--- src/rtl/ums_pkg.sv ---
// Constants, carriers and state layout for the modem-status and scratch channel block
package ums_pkg;
   localparam int unsigned CLK_HZ = 10_000_000;
   localparam int unsigned AXI_ADDR_W = 6;
   localparam int unsigned IDX_W = 4;
   // Register word indices; byte address is four times the index
   localparam logic [IDX_W-1:0] IDX_DATA = 4'h0;
   localparam logic [IDX_W-1:0] IDX_IRQ_ENABLE = 4'h1;
   localparam logic [IDX_W-1:0] IDX_IRQ_STATUS = 4'h2;
   localparam logic [IDX_W-1:0] IDX_LINE_CONTROL = 4'h3;
   localparam logic [IDX_W-1:0] IDX_MODEM_CONTROL = 4'h4;
   localparam logic [IDX_W-1:0] IDX_LINE_STATUS = 4'h5;
   localparam logic [IDX_W-1:0] IDX_MODEM_STATUS = 4'h6;
   localparam logic [IDX_W-1:0] IDX_SCRATCH_PAD = 4'h7;
   // Values after reset
   localparam logic [7:0] IRQ_ENABLE_RST = 8'h00;
   localparam logic [7:0] IRQ_STATUS_RST = 8'h01;
   localparam logic [7:0] LINE_CONTROL_RST = 8'h00;
   localparam logic [7:0] MODEM_CONTROL_RST = 8'h00;
   localparam logic [7:0] LINE_STATUS_RST = 8'h60;
   localparam logic [7:0] SCRATCH_PAD_RST = 8'hff;
   localparam logic [7:0] DIVISOR_RST = 8'h00;
   localparam logic [7:0] HOLDING_RST = 8'h00;
   // Field positions
   localparam int unsigned LCR_DIV_ACCESS_BIT = 7;
   localparam int unsigned LCR_BREAK_BIT = 6;
   localparam int unsigned MCR_TERM_READY_BIT = 0;
   localparam int unsigned MCR_REQ_SEND_BIT = 1;
   localparam int unsigned MCR_AUX_ONE_BIT = 2;
   localparam int unsigned MCR_AUX_TWO_BIT = 3;
   localparam int unsigned MCR_LOOPBACK_BIT = 4;
   localparam logic [1:0] RESP_OKAY = 2'h0;
   localparam logic [1:0] RESP_SLVERR = 2'h2;

   // Active-low handshake inputs, packed so that bit order matches status bits 7..4
   typedef struct packed {
      logic carrier_in_n;
      logic bell_line_in_n;
      logic peer_ready_n;
      logic clear_to_send_n;
   } ums_modem_in_t;

   typedef struct packed {
      logic serial_out;
      logic aux_out_two_n;
      logic req_send_n;
      logic term_ready_n;
      logic irq_out;
      logic irq_oe;
   } ums_pins_out_t;

   typedef struct packed {
      ums_modem_in_t sync1;
      ums_modem_in_t sync2;
      logic [7:0] irq_enable;
      logic [7:0] line_control;
      logic [7:0] modem_control;
      logic [7:0] scratch_pad;
      logic [7:0] divisor_low;
      logic [7:0] divisor_high;
      logic [7:0] tx_holding;
      logic [15:0] baud_count;
      logic baud_tick;
      ums_pins_out_t pins;
      logic awready;
      logic wready;
      logic aw_held;
      logic w_held;
      logic [IDX_W-1:0] wr_idx;
      logic [7:0] wr_data;
      logic wr_lane0;
      logic bvalid;
      logic [1:0] bresp;
      logic arready;
      logic rvalid;
      logic [7:0] rdata;
      logic [1:0] rresp;
   } ums_state_t;

   localparam ums_state_t UMS_STATE_RST = '{
      sync1: 4'hf, sync2: 4'hf,
      irq_enable: IRQ_ENABLE_RST, line_control: LINE_CONTROL_RST,
      modem_control: MODEM_CONTROL_RST, scratch_pad: SCRATCH_PAD_RST,
      divisor_low: DIVISOR_RST, divisor_high: DIVISOR_RST, tx_holding: HOLDING_RST,
      baud_count: 16'h0000, baud_tick: 1'b0,
      pins: 6'h3c,
      awready: 1'b0, wready: 1'b0, aw_held: 1'b0, w_held: 1'b0,
      wr_idx: 4'h0, wr_data: 8'h00, wr_lane0: 1'b0, bvalid: 1'b0, bresp: 2'h0,
      arready: 1'b0, rvalid: 1'b0, rdata: 8'h00, rresp: 2'h0};
endpackage

--- src/rtl/ums_channel.sv ---
// One channel: register file over AXI4-Lite, modem status inputs, scratch, baud counter
// Function
// - Normal mode: status bit 4 reads inverted clear-to-send pin.
// - Normal mode: status bit 5 reads inverted peer-ready pin.
// - Normal mode: status bit 6 reads inverted ring indication pin.
// - Normal mode: status bit 7 reads inverted carrier detect pin.
// - Loopback: status bit 4 follows the request-to-send control bit.
// - Loopback: status bit 5 follows the terminal-ready control bit.
// - Loopback: status bit 6 follows modem control bit 2.
// - Loopback: status bit 7 follows modem control bit 3.
// - Scratch is 8-bit plain read/write, 0xff after reset.
// - Scratch keeps its value; only a write or reset changes it.
// - Baud generator is a 16-bit counter loaded from the divisor bytes.
// - Divisor bytes are reachable only while line control bit 7 is one.
// - Reset values: enable, line and modem control 0x00; status 0x01 and 0x60.
// - Reset: status bits 3..0 clear, bits 7..4 show inverted inputs.
// - Reset drives serial, aux two, request and ready outputs high; interrupt floats.
// - Loopback is on while modem control bit 4 is one.
// - Line control bit 7 selects divisor bytes; zero selects data registers.
module ums_channel
   import ums_pkg::*;
(
   input wire logic aclk,
   input wire logic aresetn,
   input wire logic [AXI_ADDR_W-1:0] s_axi_awaddr,
   input wire logic s_axi_awvalid,
   output logic s_axi_awready,
   input wire logic [31:0] s_axi_wdata,
   input wire logic [3:0] s_axi_wstrb,
   input wire logic s_axi_wvalid,
   output logic s_axi_wready,
   output logic [1:0] s_axi_bresp,
   output logic s_axi_bvalid,
   input wire logic s_axi_bready,
   input wire logic [AXI_ADDR_W-1:0] s_axi_araddr,
   input wire logic s_axi_arvalid,
   output logic s_axi_arready,
   output logic [31:0] s_axi_rdata,
   output logic [1:0] s_axi_rresp,
   output logic s_axi_rvalid,
   input wire logic s_axi_rready,
   input wire ums_modem_in_t modem_in,
   output ums_pins_out_t pins_out,
   output logic baud_tick
);
   ums_state_t st_q;
   ums_state_t st_d;
   logic loopback;
   logic div_access;
   logic [3:0] msr_hi;
   logic [IDX_W-1:0] rd_idx;
   logic aw_take;
   logic w_take;
   logic ar_take;
   logic wr_fire;
   logic wr_mapped;

   assign loopback = st_q.modem_control[MCR_LOOPBACK_BIT];
   assign div_access = st_q.line_control[LCR_DIV_ACCESS_BIT];
   assign rd_idx = s_axi_araddr[AXI_ADDR_W-1:2];
   assign aw_take = s_axi_awvalid && st_q.awready;
   assign w_take = s_axi_wvalid && st_q.wready;
   assign ar_take = s_axi_arvalid && st_q.arready;
   assign wr_fire = st_q.aw_held && st_q.w_held && !st_q.bvalid;
   assign wr_mapped = st_q.wr_idx <= IDX_SCRATCH_PAD;

   // Upper status nibble; the synchronised pins add two cycles of lag
   always_comb begin
      if (loopback) begin
         msr_hi = {st_q.modem_control[MCR_AUX_TWO_BIT],
                   st_q.modem_control[MCR_AUX_ONE_BIT],
                   st_q.modem_control[MCR_TERM_READY_BIT],
                   st_q.modem_control[MCR_REQ_SEND_BIT]};
      end else begin
         msr_hi = ~st_q.sync2;
      end
   end

   always_comb begin
      logic [15:0] divisor;
      logic [7:0] rd_val;
      logic rd_ok;
      st_d = st_q;
      divisor = 16'h0000;
      rd_val = 8'h00;
      rd_ok = 1'b1;
      st_d.sync1 = modem_in;
      st_d.sync2 = st_q.sync1;

      // Write channel: address and data may arrive in either order
      if (aw_take) begin
         st_d.aw_held = 1'b1;
         st_d.wr_idx = s_axi_awaddr[AXI_ADDR_W-1:2];
      end
      if (w_take) begin
         st_d.w_held = 1'b1;
         st_d.wr_data = s_axi_wdata[7:0];
         st_d.wr_lane0 = s_axi_wstrb[0];
      end
      if (wr_fire) begin
         st_d.aw_held = 1'b0;
         st_d.w_held = 1'b0;
         st_d.bvalid = 1'b1;
         st_d.bresp = wr_mapped ? RESP_OKAY : RESP_SLVERR;
         if (st_q.wr_lane0) begin
            unique case (st_q.wr_idx)
               IDX_DATA: begin
                  if (div_access) begin
                     st_d.divisor_low = st_q.wr_data;
                  end else begin
                     st_d.tx_holding = st_q.wr_data;
                  end
               end
               IDX_IRQ_ENABLE: begin
                  if (div_access) begin
                     st_d.divisor_high = st_q.wr_data;
                  end else begin
                     st_d.irq_enable = st_q.wr_data;
                  end
               end
               IDX_LINE_CONTROL: st_d.line_control = st_q.wr_data;
               IDX_MODEM_CONTROL: st_d.modem_control = st_q.wr_data;
               IDX_SCRATCH_PAD: st_d.scratch_pad = st_q.wr_data;
               // Status registers keep their value; the write is answered OKAY
               default: st_d.scratch_pad = st_q.scratch_pad;
            endcase
         end
      end
      if (st_q.bvalid && s_axi_bready) begin
         st_d.bvalid = 1'b0;
      end
      st_d.awready = !st_d.aw_held && !st_d.bvalid;
      st_d.wready = !st_d.w_held && !st_d.bvalid;

      // Read channel: data is captured at the address handshake
      unique case (rd_idx)
         IDX_DATA: rd_val = div_access ? st_q.divisor_low : HOLDING_RST;
         IDX_IRQ_ENABLE: rd_val = div_access ? st_q.divisor_high : st_q.irq_enable;
         IDX_IRQ_STATUS: rd_val = IRQ_STATUS_RST;
         IDX_LINE_CONTROL: rd_val = st_q.line_control;
         IDX_MODEM_CONTROL: rd_val = st_q.modem_control;
         IDX_LINE_STATUS: rd_val = LINE_STATUS_RST;
         IDX_MODEM_STATUS: rd_val = {msr_hi, 4'h0};
         IDX_SCRATCH_PAD: rd_val = st_q.scratch_pad;
         default: rd_ok = 1'b0;
      endcase
      if (ar_take) begin
         st_d.rvalid = 1'b1;
         st_d.rdata = rd_val;
         st_d.rresp = rd_ok ? RESP_OKAY : RESP_SLVERR;
      end else if (st_q.rvalid && s_axi_rready) begin
         st_d.rvalid = 1'b0;
      end
      st_d.arready = !st_d.rvalid;

      // Divide-by-N tick; a zero divisor parks the counter
      divisor = {st_q.divisor_high, st_q.divisor_low};
      st_d.baud_tick = 1'b0;
      if (divisor == 16'h0000) begin
         st_d.baud_count = 16'h0000;
      end else if (st_q.baud_count <= 16'h0001) begin
         st_d.baud_count = divisor;
         st_d.baud_tick = 1'b1;
      end else begin
         st_d.baud_count = st_q.baud_count - 16'h0001;
      end

      // Loopback disconnects the modem outputs and holds them inactive high
      st_d.pins.serial_out = st_d.modem_control[MCR_LOOPBACK_BIT]
                             || !st_d.line_control[LCR_BREAK_BIT];
      st_d.pins.aux_out_two_n = st_d.modem_control[MCR_LOOPBACK_BIT]
                                || !st_d.modem_control[MCR_AUX_TWO_BIT];
      st_d.pins.req_send_n = st_d.modem_control[MCR_LOOPBACK_BIT]
                             || !st_d.modem_control[MCR_REQ_SEND_BIT];
      st_d.pins.term_ready_n = st_d.modem_control[MCR_LOOPBACK_BIT]
                               || !st_d.modem_control[MCR_TERM_READY_BIT];
      // No interrupt source lives here, so the driven level is the idle one
      st_d.pins.irq_out = 1'b0;
      st_d.pins.irq_oe = st_d.modem_control[MCR_AUX_TWO_BIT];

      // Synchronous reset; the pin synchroniser keeps sampling through it so that
      // status bits 7..4 already show the inverted inputs when reset is released
      if (!aresetn) begin
         st_d = UMS_STATE_RST;
         st_d.sync1 = modem_in;
         st_d.sync2 = st_q.sync1;
      end
   end

   always_ff @(posedge aclk) begin
      st_q <= st_d;
   end

   assign s_axi_awready = st_q.awready;
   assign s_axi_wready = st_q.wready;
   assign s_axi_bvalid = st_q.bvalid;
   assign s_axi_bresp = st_q.bresp;
   assign s_axi_arready = st_q.arready;
   assign s_axi_rvalid = st_q.rvalid;
   assign s_axi_rdata = {24'h000000, st_q.rdata};
   assign s_axi_rresp = st_q.rresp;
   assign pins_out = st_q.pins;
   assign baud_tick = st_q.baud_tick;
endmodule

--- config.mk ---
export PLATFORM = sky130hd
export DESIGN_NAME = ums_channel
export DESIGN_NICKNAME = d
export VERILOG_FILES = /design/src/rtl/ums_pkg.sv /design/src/rtl/ums_channel.sv
export SDC_FILE = /design/constraint.sdc
export NUM_CORES = 1
export LEC_CHECK = 0
export ABC_AREA = 1
export BUFFER_PORTS_ARGS = -buffer_cell sky130_fd_sc_hd__buf_2
export CAP_MARGIN = 5
export CORE_MARGIN = 1
export CORE_UTILIZATION = 40
export DETAILED_ROUTE_END_ITERATION = 10
export PLACE_DENSITY = 0.68
export SYNTH_ARGS = -nofsm -noshare
export SYNTH_HDL_FRONTEND = slang
export SYNTH_SLANG_ARGS = --single-unit
export TNS_END_PERCENT = 20
--- constraint.sdc ---
create_clock -name aclk -period 2.2 [get_ports aclk]
set_input_delay 0.11 -clock aclk [delete_from_list [all_inputs] [get_ports aclk]]
set_output_delay 0.11 -clock aclk [all_outputs]
set_load 0.1 [all_outputs]
# --- Yosys cells after proc, flatten, opt, wreduce, memory -nomap -nowiden ---
# Cells that the tools add are included.
op_classes:
  add_sub_neg: 1
  magnitude_cmp: 2
  eq_ne: 11
  n_mux: 27
  bitwise_logic: 3
  n_reduce_logical: 34
ops:
  columns: ["operator", "n"]
  rows:
  - ["2-to-1 mux 47 bit", 2]
  - ["2-to-1 mux 8 bit", 10]
  - ["one-hot mux 8 bit (8 select lines)", 1]
  - ["equality test 4 x 3 -> 1 bit, second input constant", 6]
  - ["less-or-equal comparator 16 x 1 -> 1 bit, second input constant", 1]
  - ["logical NOT 16 bit", 1]
  - ["2-to-1 mux 16 bit", 1]
  - ["AND reduction 4 bit", 4]
  - ["subtractor 16 x 1 -> 16 bit, second input constant", 1]
  - ["equality test 4 x 2 -> 1 bit, second input constant", 3]
  - ["logical AND 1 bit", 9]
  - ["logical NOT 1 bit", 9]
  - ["AND reduction 3 bit", 3]
  - ["equality test 4 x 1 -> 1 bit, second input constant", 2]
  - ["logical NOT 4 bit", 2]
  - ["OR reduction 8 bit", 1]
  - ["2-to-1 mux 1 bit", 7]
  - ["2-to-1 mux 7 bit", 1]
  - ["2-to-1 mux 2 bit", 3]
  - ["less-or-equal comparator 4 x 3 -> 1 bit, second input constant", 1]
  - ["logical OR 1 bit", 4]
  - ["2-to-1 mux 4 bit", 1]
  - ["inverter 4 bit", 1]
  - ["2-to-1 mux 3 bit", 1]
  - ["other kinds (2)", 3]
word_totals:
  reg_bits: 119
  in_bits: 59
  output_inout_bits: 48
  elab_cells: 116

# --- Logic depth before layout (Yosys ltp) ---
# Gate-level depths: netlist of run 1.
logic_depth:
  word_depth: 6
  depth_mapped: 10

# --- Worst setup path before layout of run 1 ---
# OpenSTA, ideal clock, no wires.
synth_path:
  path_type: "reg-to-reg"
  start: "reg st_q (netlist bit s_axi_arready)"
  end: "reg st_q (netlist bit s_axi_arready)"
  arrival_time_ns: 1.735
  slack_ns: 0.337
  stages_incl_launch_ff: 6
  n_path_buf: 0
  synth_period_minus_slack_ns: 1.863
  cell_sequence: "dfxtp_1 nand2_1 inv_1 a21oi_1 inv_1 nor2_1"
synth_via:
  elab_chain_len: 3
synth_rtl:
  columns: ["element", "line", "text"]
  rows:
  - ["start: declaration", "ums_channel.sv:46", "ums_state_t st_q;"]
  - ["start signal: assignment", "ums_channel.sv:191", "st_q <= st_d;"]
  - ["logical AND 1 bit", "ums_channel.sv:63", "assign ar_take = s_axi_arvalid && st_q.arready;"]
  - ["2-to-1 mux 1 bit", "ums_channel.sv:147", "if (ar_take) begin"]
  - ["logical NOT 1 bit", "ums_channel.sv:154", "st_d.arready = !st_d.rvalid;"]
# No other way between the ends.
# A chain may end at the register's enable or synchronous reset.

# --- Final worst setup path of run 1 ---
layout_path:
  start: "reg st_q[39] in the netlist's numbering"
  end: "reg st_q[48] in the netlist's numbering"
layout_via:
  elab_chain_len: 2
  elab_cells_between_ends: 3
  classes_between: "add/sub: 1; order compare: 1; mux: 1"
layout_rtl:
  columns: ["element", "line", "text"]
  rows:
  - ["subtractor 16 x 1 -> 16 bit or less-or-equal comparator 16 x 1 -> 1 bit (tied branches)", "ums_channel.sv:165, ums_channel.sv:161", null]
  - ["2-to-1 mux 16 bit *", "ums_channel.sv:161", "end else if (st_q.baud_count <= 16'h0001) begin"]
# Mark *: on every way between the ends. The rest lies on a longest branch, timed or not.

==> results of run 1 <==
-- cell type report --
type	instances	area share [%]
multi-input combinational	495	41.6
sequential	107	38.5
timing repair buffer	58	6.08
inverter	72	4.88
clock buffer	11	4.37
tap	168	3.78
clock inverter	5	0.765
-- worst max path at each step --
| stage | from | end | depth (start not counted) |
|---|---|---|---|
| floorplan | s_axi_arready$_SDFF_PN0_ | s_axi_arready$_SDFF_PN0_ | 5 |
| global placement | st_q[39]$_SDFF_PP0_ | st_q[50]$_SDFF_PP0_ | 8 |
| detailed placement | st_q[39]$_SDFF_PP0_ | st_q[50]$_SDFF_PP0_ | 8 |
| CTS | st_q[39]$_SDFF_PP0_ | st_q[50]$_SDFF_PP0_ | 8 |
| global route | st_q[39]$_SDFF_PP0_ | st_q[50]$_SDFF_PP0_ | 8 |
| finish | st_q[39]$_SDFF_PP0_ | st_q[48]$_SDFF_PP0_ | 7 |
-- cell families after synthesis --
| group | synth area share [%] |
|---|---|
| and+or+nand+nor | 29.3 |
| buffers and inverters | 13.8 |
| AOI/OAI and AO/OA | 12.9 |
| DFF | 42.4 |
| xor gates and xnor gates | 1.04 |
| adders and majority gates | 0.495 |
| other | 0.0742 |
-- cell usage after synthesis --
| cell type | number |
|---|---|
| o21ai_0 | 72 |
| conb_1 | 1 |
| nand3_2 | 3 |
| o21ai_4 | 1 |
| nand4_4 | 1 |
| nand4_1 | 5 |
| o211a_1 | 1 |
| buf_6 | 2 |
| a31oi_1 | 2 |
| nor3_4 | 1 |
| buf_4 | 44 |
| o211ai_1 | 1 |
| nor2_1 | 114 |
| a211oi_1 | 1 |
| buf_2 | 9 |
| clkbuf_1 | 8 |
| nor3_1 | 6 |
| nor2_2 | 2 |
| a21oi_1 | 46 |
| nand3_1 | 33 |
| nor2_8 | 1 |
| dfxtp_1 | 107 |
| inv_2 | 5 |
| inv_1 | 65 |
| nand2_4 | 1 |
| nand3b_1 | 6 |
| nand2_1 | 148 |
| clkinv_2 | 1 |
| xnor2_1 | 3 |
| and3_1 | 3 |
| nand2_2 | 2 |
| nor2_4 | 4 |
| xor2_1 | 3 |
| ha_1 | 2 |
| o21ai_1 | 2 |
| or2_0 | 3 |
| nand3_4 | 1 |
| clkinv_1 | 1 |
-- critical path, cell delays in order, from the launching register on --
cell and delay [ns]:
dfxtp_1 0.33, inv_1 0.12, ha_1 0.23, o21ai_0 0.09, nor2_1 0.14, nand3_1 0.31
o21ai_0 0.34, nor2_1 0.07
-- per-stage QoR --
step / instances / worst slack (ns)
after floorplan: 737 / 0.337
after global placement: 896 / 0.485
after detailed placement: 896 / 0.467
after CTS: 916 / 0.439
after global routing: 916 / 0.284
final: 916 / 0.457
-- per-layer routing --
| layer | up-vias | GRT usage, % | routed length [um] |
|---|---|---|---|
| met2 | 96 | 30.7 | 5080 |
| met4 | 0 | 5.02 | 148 |
| met5 | - | 0 | 0 |
| met3 | 9 | 3.34 | 480 |
| li1 | 2255 | - | - |
| met1 | 1868 | 23.5 | 5290 |
-- power by group through the flow --
stage          clock network (mW)  logic (mW)  registers (mW)
5_1_grt                      1.67       0.517            2.03
3_3_place_gp                    0       0.478            2.07
4_1_cts                      1.60       0.486            2.02
3_5_place_dp                    0       0.480            2.07
6_report                     1.56       0.485            2.02
2_1_floorplan                   0       0.401            2.10
==> metrics.cfg, run 1 <==
[setup_path]
required_ns=2.43
r2r-start=st_q[39]$_SDFF_PP0_
ff2ff_path_depth=7
r2r_slack_ns=0.46
cp_max_fo=11
critPathLaunchType=register
critPathKind=register to register
critPathCaptureType=register
r2r-end=st_q[48]$_SDFF_PP0_
cp.arrival_ns=1.98

[hold_path]
min_path_cells=3
worstHoldStart=s_axi_wdata[0]
hold_end=st_q[16]$_SDFFE_PN0P_
worstHoldPathType=primary input to register

[grt]
grt_pass1_wl_um=18400
grt-ovfl-total=0
grt_pass1_vias=3830
antenna_found_initial=0
grt_max_degree=46
grt_util_all_layers_pct=18.1

[power]
power-per-cell-area_mw_per_mm2=731
p_sw_share_pct=29.4
clock_power_share_pct=38.3
peakVddDrop_uv=608
power_leakage_nw=2.53
power.net_switching_mw=1.19
power_mw=4.06
p_seq_share_pct=49.7
intPower_mw=2.87
p_comb_share_pct=11.9

[route]
drt_wl_total_um=11000
vias=4228
vias_per_cell=4.62
wl_per_cell_um=12.0
antenna_left=0
firstDrtPassIters=5
drc=0
initialDrtViolationCount=215

[synthesis]
ys_ff_latch=107
synthesis.area_mm2=0.00506
yosys_warnings=0
synth_cell_types=38
yosysTopAreaCell=dfxtp_1
synthCells=711
synth_top_area_share_pct=42.4
ys_seq_area_share_pct=42.4
synthTopCellsByArea=dfxtp_1, nand2_1, nor2_1
synth.avg_cell_area_um2=7.11

[clocking]
clkTransAtPathRegs_ns=0.07
clock-sinks=107
cts.path.max_buffers=2
cts_buffers=9
cts_hold_repair.buffers=4
cts_root_buf=clkbuf_16
cts_resized=0
cts_tree=built
clk_latency_ns=0.35
htreeDepth=3
postCtsSetupBuffers=0

[timing]
tns_ns=0
slew_violations=0
setup_viol=0
rsz0062_at_grt=false
hold_slack_ns=0.0114
clock-skew-final_ns=0.00697
period_share_pct=79.2
fin_crit_ns=1.74
final_hold_viol_count=0
fmax_ghz=0.574

[final_layout]
drive_gt1_share_pct=12.3
utilization_pct=45.7
area_delta_synth_final_pct=9.95
multi_input_area_mm2=0.00231
n_fill_cell=1269
largest-register=st_q
seq_area_mm2=0.00214
layout_commonest_cell=nand2_1
final_nets=804
largest_reg_flops=85
stdcell_area_mm2=0.00556
n_antenna_cell=0
final_cell_mix=nand2_1, nor2_1, dfxtp_1

[placed_design]
port_buffers=48
dpl_cell_area_mm2=0.00523
place_hpwl_um=7880
gp_congestion=0.851

[die]
die_w_um=114
initial_utilization_pct=41.6
die_area_mm2=0.0131
core_area_mm2=0.0122
row_count=40
top_level_ports=107
fp.dieH_um=114

[status]
status=completed

[run]
cap_violations=0

Power figures use the tool's default switching activity.
==> inputs of run 2 (changes only) <==
Clock period 2.2 ns to 1.7 ns, I/O delays scaled along.
==> run 2 against run 1 <==
  * Largest cell class unchanged
  * Critical path depth rose by 1
  * Hold slack got worse by 0.0079 ns
  * Clock skew increased by 0.0081 ns
==> metrics.cfg, run 2 (same netlist as run 1, synthesis figures left out) <==
[route]
wl_per_cell_um=12.5
antenna_left=0
vias=4330
firstDrtPassIters=5
drt_wl_total_um=11600
initialDrtViolationCount=209
drc=0
vias_per_cell=4.66

[setup_path]
crit_chain=inv_1, ha_1, o21ai_0, nor2_1, nand2_1, buf_4, o21ai_0, a21oi_1
slowest_stage=dfxtp_1
cp_num_buf_inv=2
slowest_delay_ns=0.34
critical_path.top_delay_family=compound AO/OA/AOI/OAI gates
critPathLaunchType=register
critPathCaptureType=register
cpMostUsedCell=o21ai_0
cp_max_fo=8
cp.arrival_ns=1.86
critPathKind=register to register
required_ns=1.97

[clocking]
postCtsSetupBuffers=0
cts_root_buf=clkbuf_16
clk_latency_ns=0.36
clkTransAtPathRegs_ns=0.08
cts.path.max_buffers=2
cts_buffers=9
htreeDepth=3
clock-sinks=107
cts_tree=built

[timing]
fin_crit_ns=1.59
final_hold_viol_count=0
setup_ws_ns=0.110
slew_violations=0
fmax_ghz=0.629
period_share_pct=93.5
setup_viol=0
rsz0062_at_grt=true
clock-skew-final_ns=0.0151

[placed_design]
gp_congestion=0.841
dpl.cell_count=904
port_buffers=48
place_ws_ns=0.117
place_hpwl_um=8250

[hold_path]
worstHoldPathType=primary input to register

[die]
fp.dieH_um=114
die_w_um=114
top_level_ports=107
initial_utilization_pct=41.6
die_area_mm2=0.0131
core_area_mm2=0.0122
row_count=40

[final_layout]
drive_gt1_share_pct=13.5
seq_area_mm2=0.00214
largest_reg_flops=85
largest-register=st_q
n_antenna_cell=0
area_delta_synth_final_pct=12.2
final_nets=817
instances_no_fill=929
multi_input_area_mm2=0.00232
layout_commonest_cell=nand2_1
final_cell_mix=nand2_1, nor2_1, dfxtp_1
n_fill_cell=1289

[power]
power_leakage_nw=2.59
clock_power_share_pct=39.1
p_seq_share_pct=48.9
power.net_switching_mw=1.64
power_mw=5.35
intPower_mw=3.71
p_sw_share_pct=30.6
p_comb_share_pct=12.0
peakVddDrop_uv=677
power-per-cell-area_mw_per_mm2=943

[grt]
grt_max_degree=48
grt-ovfl-total=0
antenna_found_initial=0
grt_pass1_vias=3919
grt_pass1_wl_um=19000
grt_util_all_layers_pct=18.8

[status]
status=completed

[run]
cap_violations=0

run 2: cell types whose count changed in the layout (fill, tap and decap cells not counted), moves of 2 or more:
cell	change
dfxtp_2	+2
inv_8	+2
buf_4	+9
dlygate4sd3_1	+5
dfxtp_1	-2
run 2: timing repair:
item | CTS | global route
hold buffers | 9 | 0
endpoints found under the setup margin | 0 | 9
resized for setup | 0 | 1
endpoints found under the hold margin | 9 | 0
run 2: layer usage:
| layer | wire length, um | global-route usage [%] |
|---|---|---|
| met5 | 0 | 0 |
| met2 | 5320 | 30.5 |
| met1 | 5630 | 25.0 |
| met4 | 180 | 6.06 |
| met3 | 467 | 3.71 |
run 2: final timing paths:
kind                                          start               endpoint  slack, ns  cells after the start
worst max-delay path            st_q[39]$_SDFF_PP0_    st_q[42]$_SDFF_PP0_       0.11                      8
worst min-delay path                 s_axi_wdata[3]  st_q[19]$_SDFFE_PN0P_      0.004                      3
worst max register to register  st_q[39]$_SDFF_PP0_    st_q[42]$_SDFF_PP0_       0.11                      8
worst min register to register    st_q[115]$_DFF_P_      st_q[111]$_DFF_P_       0.33                      0
run 2: area by class of cell:
class	count	area share [%]
repair buffers	71	7.68
well taps	168	3.71
inverters	72	4.79
flip-flops and latches	107	37.8
multi-input cells	495	40.8
clock buffers	10	4.04
clock inverters	6	1.15
run 2: per-stage QoR:
step                setup TNS [ns]  hold slack, ns  util (%)  cell area [um^2]
global placement                 0           0.187      43.4              5280
CTS                              0        0.000669      46.6              5670
floorplan                        0           0.113         -              5160
detailed placement               0           0.190      43.4              5280
global route               -0.0332          0.0335      46.6              5670
finish                           0         0.00352      46.6              5670
run 2: power by group through the flow:
stage | logic, mW | registers [mW] | clock network [mW]
2_1_floorplan | 0.519 | 2.71 | 0
6_report | 0.643 | 2.62 | 2.09
3_3_place_gp | 0.621 | 2.68 | 0
4_1_cts | 0.642 | 2.62 | 2.12
3_5_place_dp | 0.626 | 2.68 | 0
5_1_grt | 0.685 | 2.63 | 2.21
run 2: worst min-delay path, delay by kind of cell:
kind | cells | cell delay, ns
simple gates | 1 | 0.08
buf+inv | 1 | 0.08
compound gates | 1 | 0.09
==> inputs of run 3 (changes only) <==
==> constraint.sdc (replaced) <==
create_clock -name aclk -period 1.7 [get_ports aclk]
set_input_delay 0.17 -clock aclk [delete_from_list [all_inputs] [get_ports aclk]]
set_output_delay 0.17 -clock aclk [all_outputs]
set_load 0.1 [all_outputs]
==> run 3 against run 2 <==
  * Flip-flop and latch count is the same
  * Critical path depth is 1 lower
  * Maximum frequency is 2.6% higher
  * Core utilization down 0.10 points
  * Wire length fell by 1.2%
  * Global-route usage decreased by 0.097 points
  * Hold slack improved by 0.059 ns
  * Final area down 0.22%
  * Clock power grew 5%
  * Via count down 0.65%
  * Sequential share of layout area grew 0.084 points
  * Cell count shrank 0.43%
  * Largest power group unchanged
==> metrics.cfg, run 3 (same netlist as run 1, synthesis figures left out) <==
[hold_path]
hold_end=st_q[19]$_SDFFE_PN0P_
worstHoldStart=s_axi_wdata[3]
worstHoldPathType=primary input to register
min_path_cells=3

[clocking]
clock-sinks=107
cts.path.max_buffers=2
cts_root_buf=clkbuf_16
cts_tree=built
clk_latency_ns=0.35
clkTransAtPathRegs_ns=0.07
postCtsSetupBuffers=0
cts_buffers=9
htreeDepth=3

[setup_path]
r2r-start=st_q[28]$_SDFF_PN0_
critPathKind=register to register
critPathLaunchType=register
cp_max_fo=13
slowest_stage=dfxtp_1
r2r-end=st_q[90]$_SDFF_PN0_
cp.arrival_ns=1.80
critPathCaptureType=register
slowest_delay_ns=0.37
ff2ff_path_depth=7
crit_chain=inv_2, nor2_4, nand2_4, nor2_8, nand2_2, or2_0, and3_1
required_ns=1.95
startpoint=st_q[28]$_SDFF_PN0_
r2r_slack_ns=0.15

[route]
antenna_left=0
wl_per_cell_um=12.4
vias_per_cell=4.65
drc=0
vias=4302
firstDrtPassIters=5
drt_wl_total_um=11500
initialDrtViolationCount=294

[timing]
slew_violations=0
tns_ns=0
final_hold_viol_count=0
setup_viol=0
fin_crit_ns=1.55
period_share_pct=91.2
rsz0062_at_grt=false
clock-skew-final_ns=0.00908
hold_slack_ns=0.0626
fmax_ghz=0.645

[final_layout]
instances_no_fill=925
layout_commonest_cell=nand2_1
largest-register=st_q
area_delta_synth_final_pct=12.0
drive_gt1_share_pct=14.1
final_cell_mix=nand2_1, nor2_1, dfxtp_1
final_nets=813
n_antenna_cell=0
largest_reg_flops=85

[placed_design]
place_hpwl_um=8170
dpl.cell_count=905
port_buffers=48
gp_congestion=0.850

[run]
cap_violations=0

[grt]
grt_pass1_wl_um=19100
grt-ovfl-total=0
grt_max_degree=45
grt_pass1_vias=3945
grt_util_all_layers_pct=18.7
antenna_found_initial=0

[power]
p_comb_share_pct=11.6
power-per-cell-area_mw_per_mm2=962
power.net_switching_mw=1.58
intPower_mw=3.87
peakVddDrop_uv=756
clock_power_share_pct=40.4
p_seq_share_pct=48.1
p_sw_share_pct=28.9
power_leakage_nw=2.59

[die]
die_area_mm2=0.0131
initial_utilization_pct=41.6
die_w_um=114
top_level_ports=107
core_area_mm2=0.0122
row_count=40
fp.dieH_um=114

[status]
status=completed

-- run 3: final cells by class --
type,instances,area [um^2]
Fill cell,1271,6500
Multi-Input combinational cell,495,2320
Sequential cell,107,2140
Timing Repair Buffer,67,393
Inverter,72,272
Clock buffer,10,239
Tap cell,168,210
Clock inverter,6,77.6
-- run 3: per-layer routing --
layer / vias up / GRT usage, % / part of all wire [%] / routed length [um]
met5: - / 0 / 0 / 0
met4: 0 / 5.37 / 1.3 / 153
met3: 12 / 4.55 / 4.2 / 477
met2: 89 / 30.3 / 47 / 5370
met1: 1924 / 24.7 / 48 / 5450
li1: 2277 / - / - / -
-- run 3: repair_timing --
| item | CTS | global route |
|---|---|---|
| endpoints found under the hold margin | 4 | 0 |
| setup endpoints to repair | 0 | 10 |
| gates resized for setup | 0 | 4 |
| hold buffers | 4 | 0 |
-- run 3: worst max-delay path, delay by kind of cell (launching register included) --
| kind | cells | cell delay [ns] |
|---|---|---|
| and+or+nand+nor | 6 | 1.01 |
| buffers and inverters | 1 | 0.06 |
| DFF | 1 | 0.37 |
-- run 3: per-stage QoR --
stage | instance area (um^2) | total power [mW] | utilization, % | setup slack (ns)
4_1_cts | 5650 | 5.49 | 46.4 | 0.130
3_3_place_gp | 5290 | 3.30 | 43.5 | 0.174
2_1_floorplan | 5160 | 3.23 | - | 0.0533
5_1_grt | 5660 | 5.64 | 46.5 | 0.0187
6_report | 5660 | 5.45 | 46.5 | 0.150
3_5_place_dp | 5290 | 3.30 | 43.5 | 0.149
-- run 3: power by group through the flow --
stage | combinational, mW | sequential, mW | clock [mW]
after floorplan | 0.519 | 2.71 | 0
after global placement | 0.620 | 2.68 | 0
after detailed placement | 0.622 | 2.68 | 0
after CTS | 0.631 | 2.62 | 2.24
after global routing | 0.673 | 2.62 | 2.34
final | 0.631 | 2.62 | 2.20
-- run 3: worst max-delay path by stage --
stage,endpoint,slack (ns),depth (start not counted)
after CTS,st_q[49]$_SDFF_PP0_,0.13,7
final,st_q[90]$_SDFF_PN0_,0.15,7
after global routing,st_q[49]$_SDFF_PP0_,0.02,8
after floorplan,st_q[16]$_SDFFE_PN0P_,0.05,4
after global placement,st_q[49]$_SDFF_PP0_,0.17,6
after detailed placement,st_q[49]$_SDFF_PP0_,0.15,7
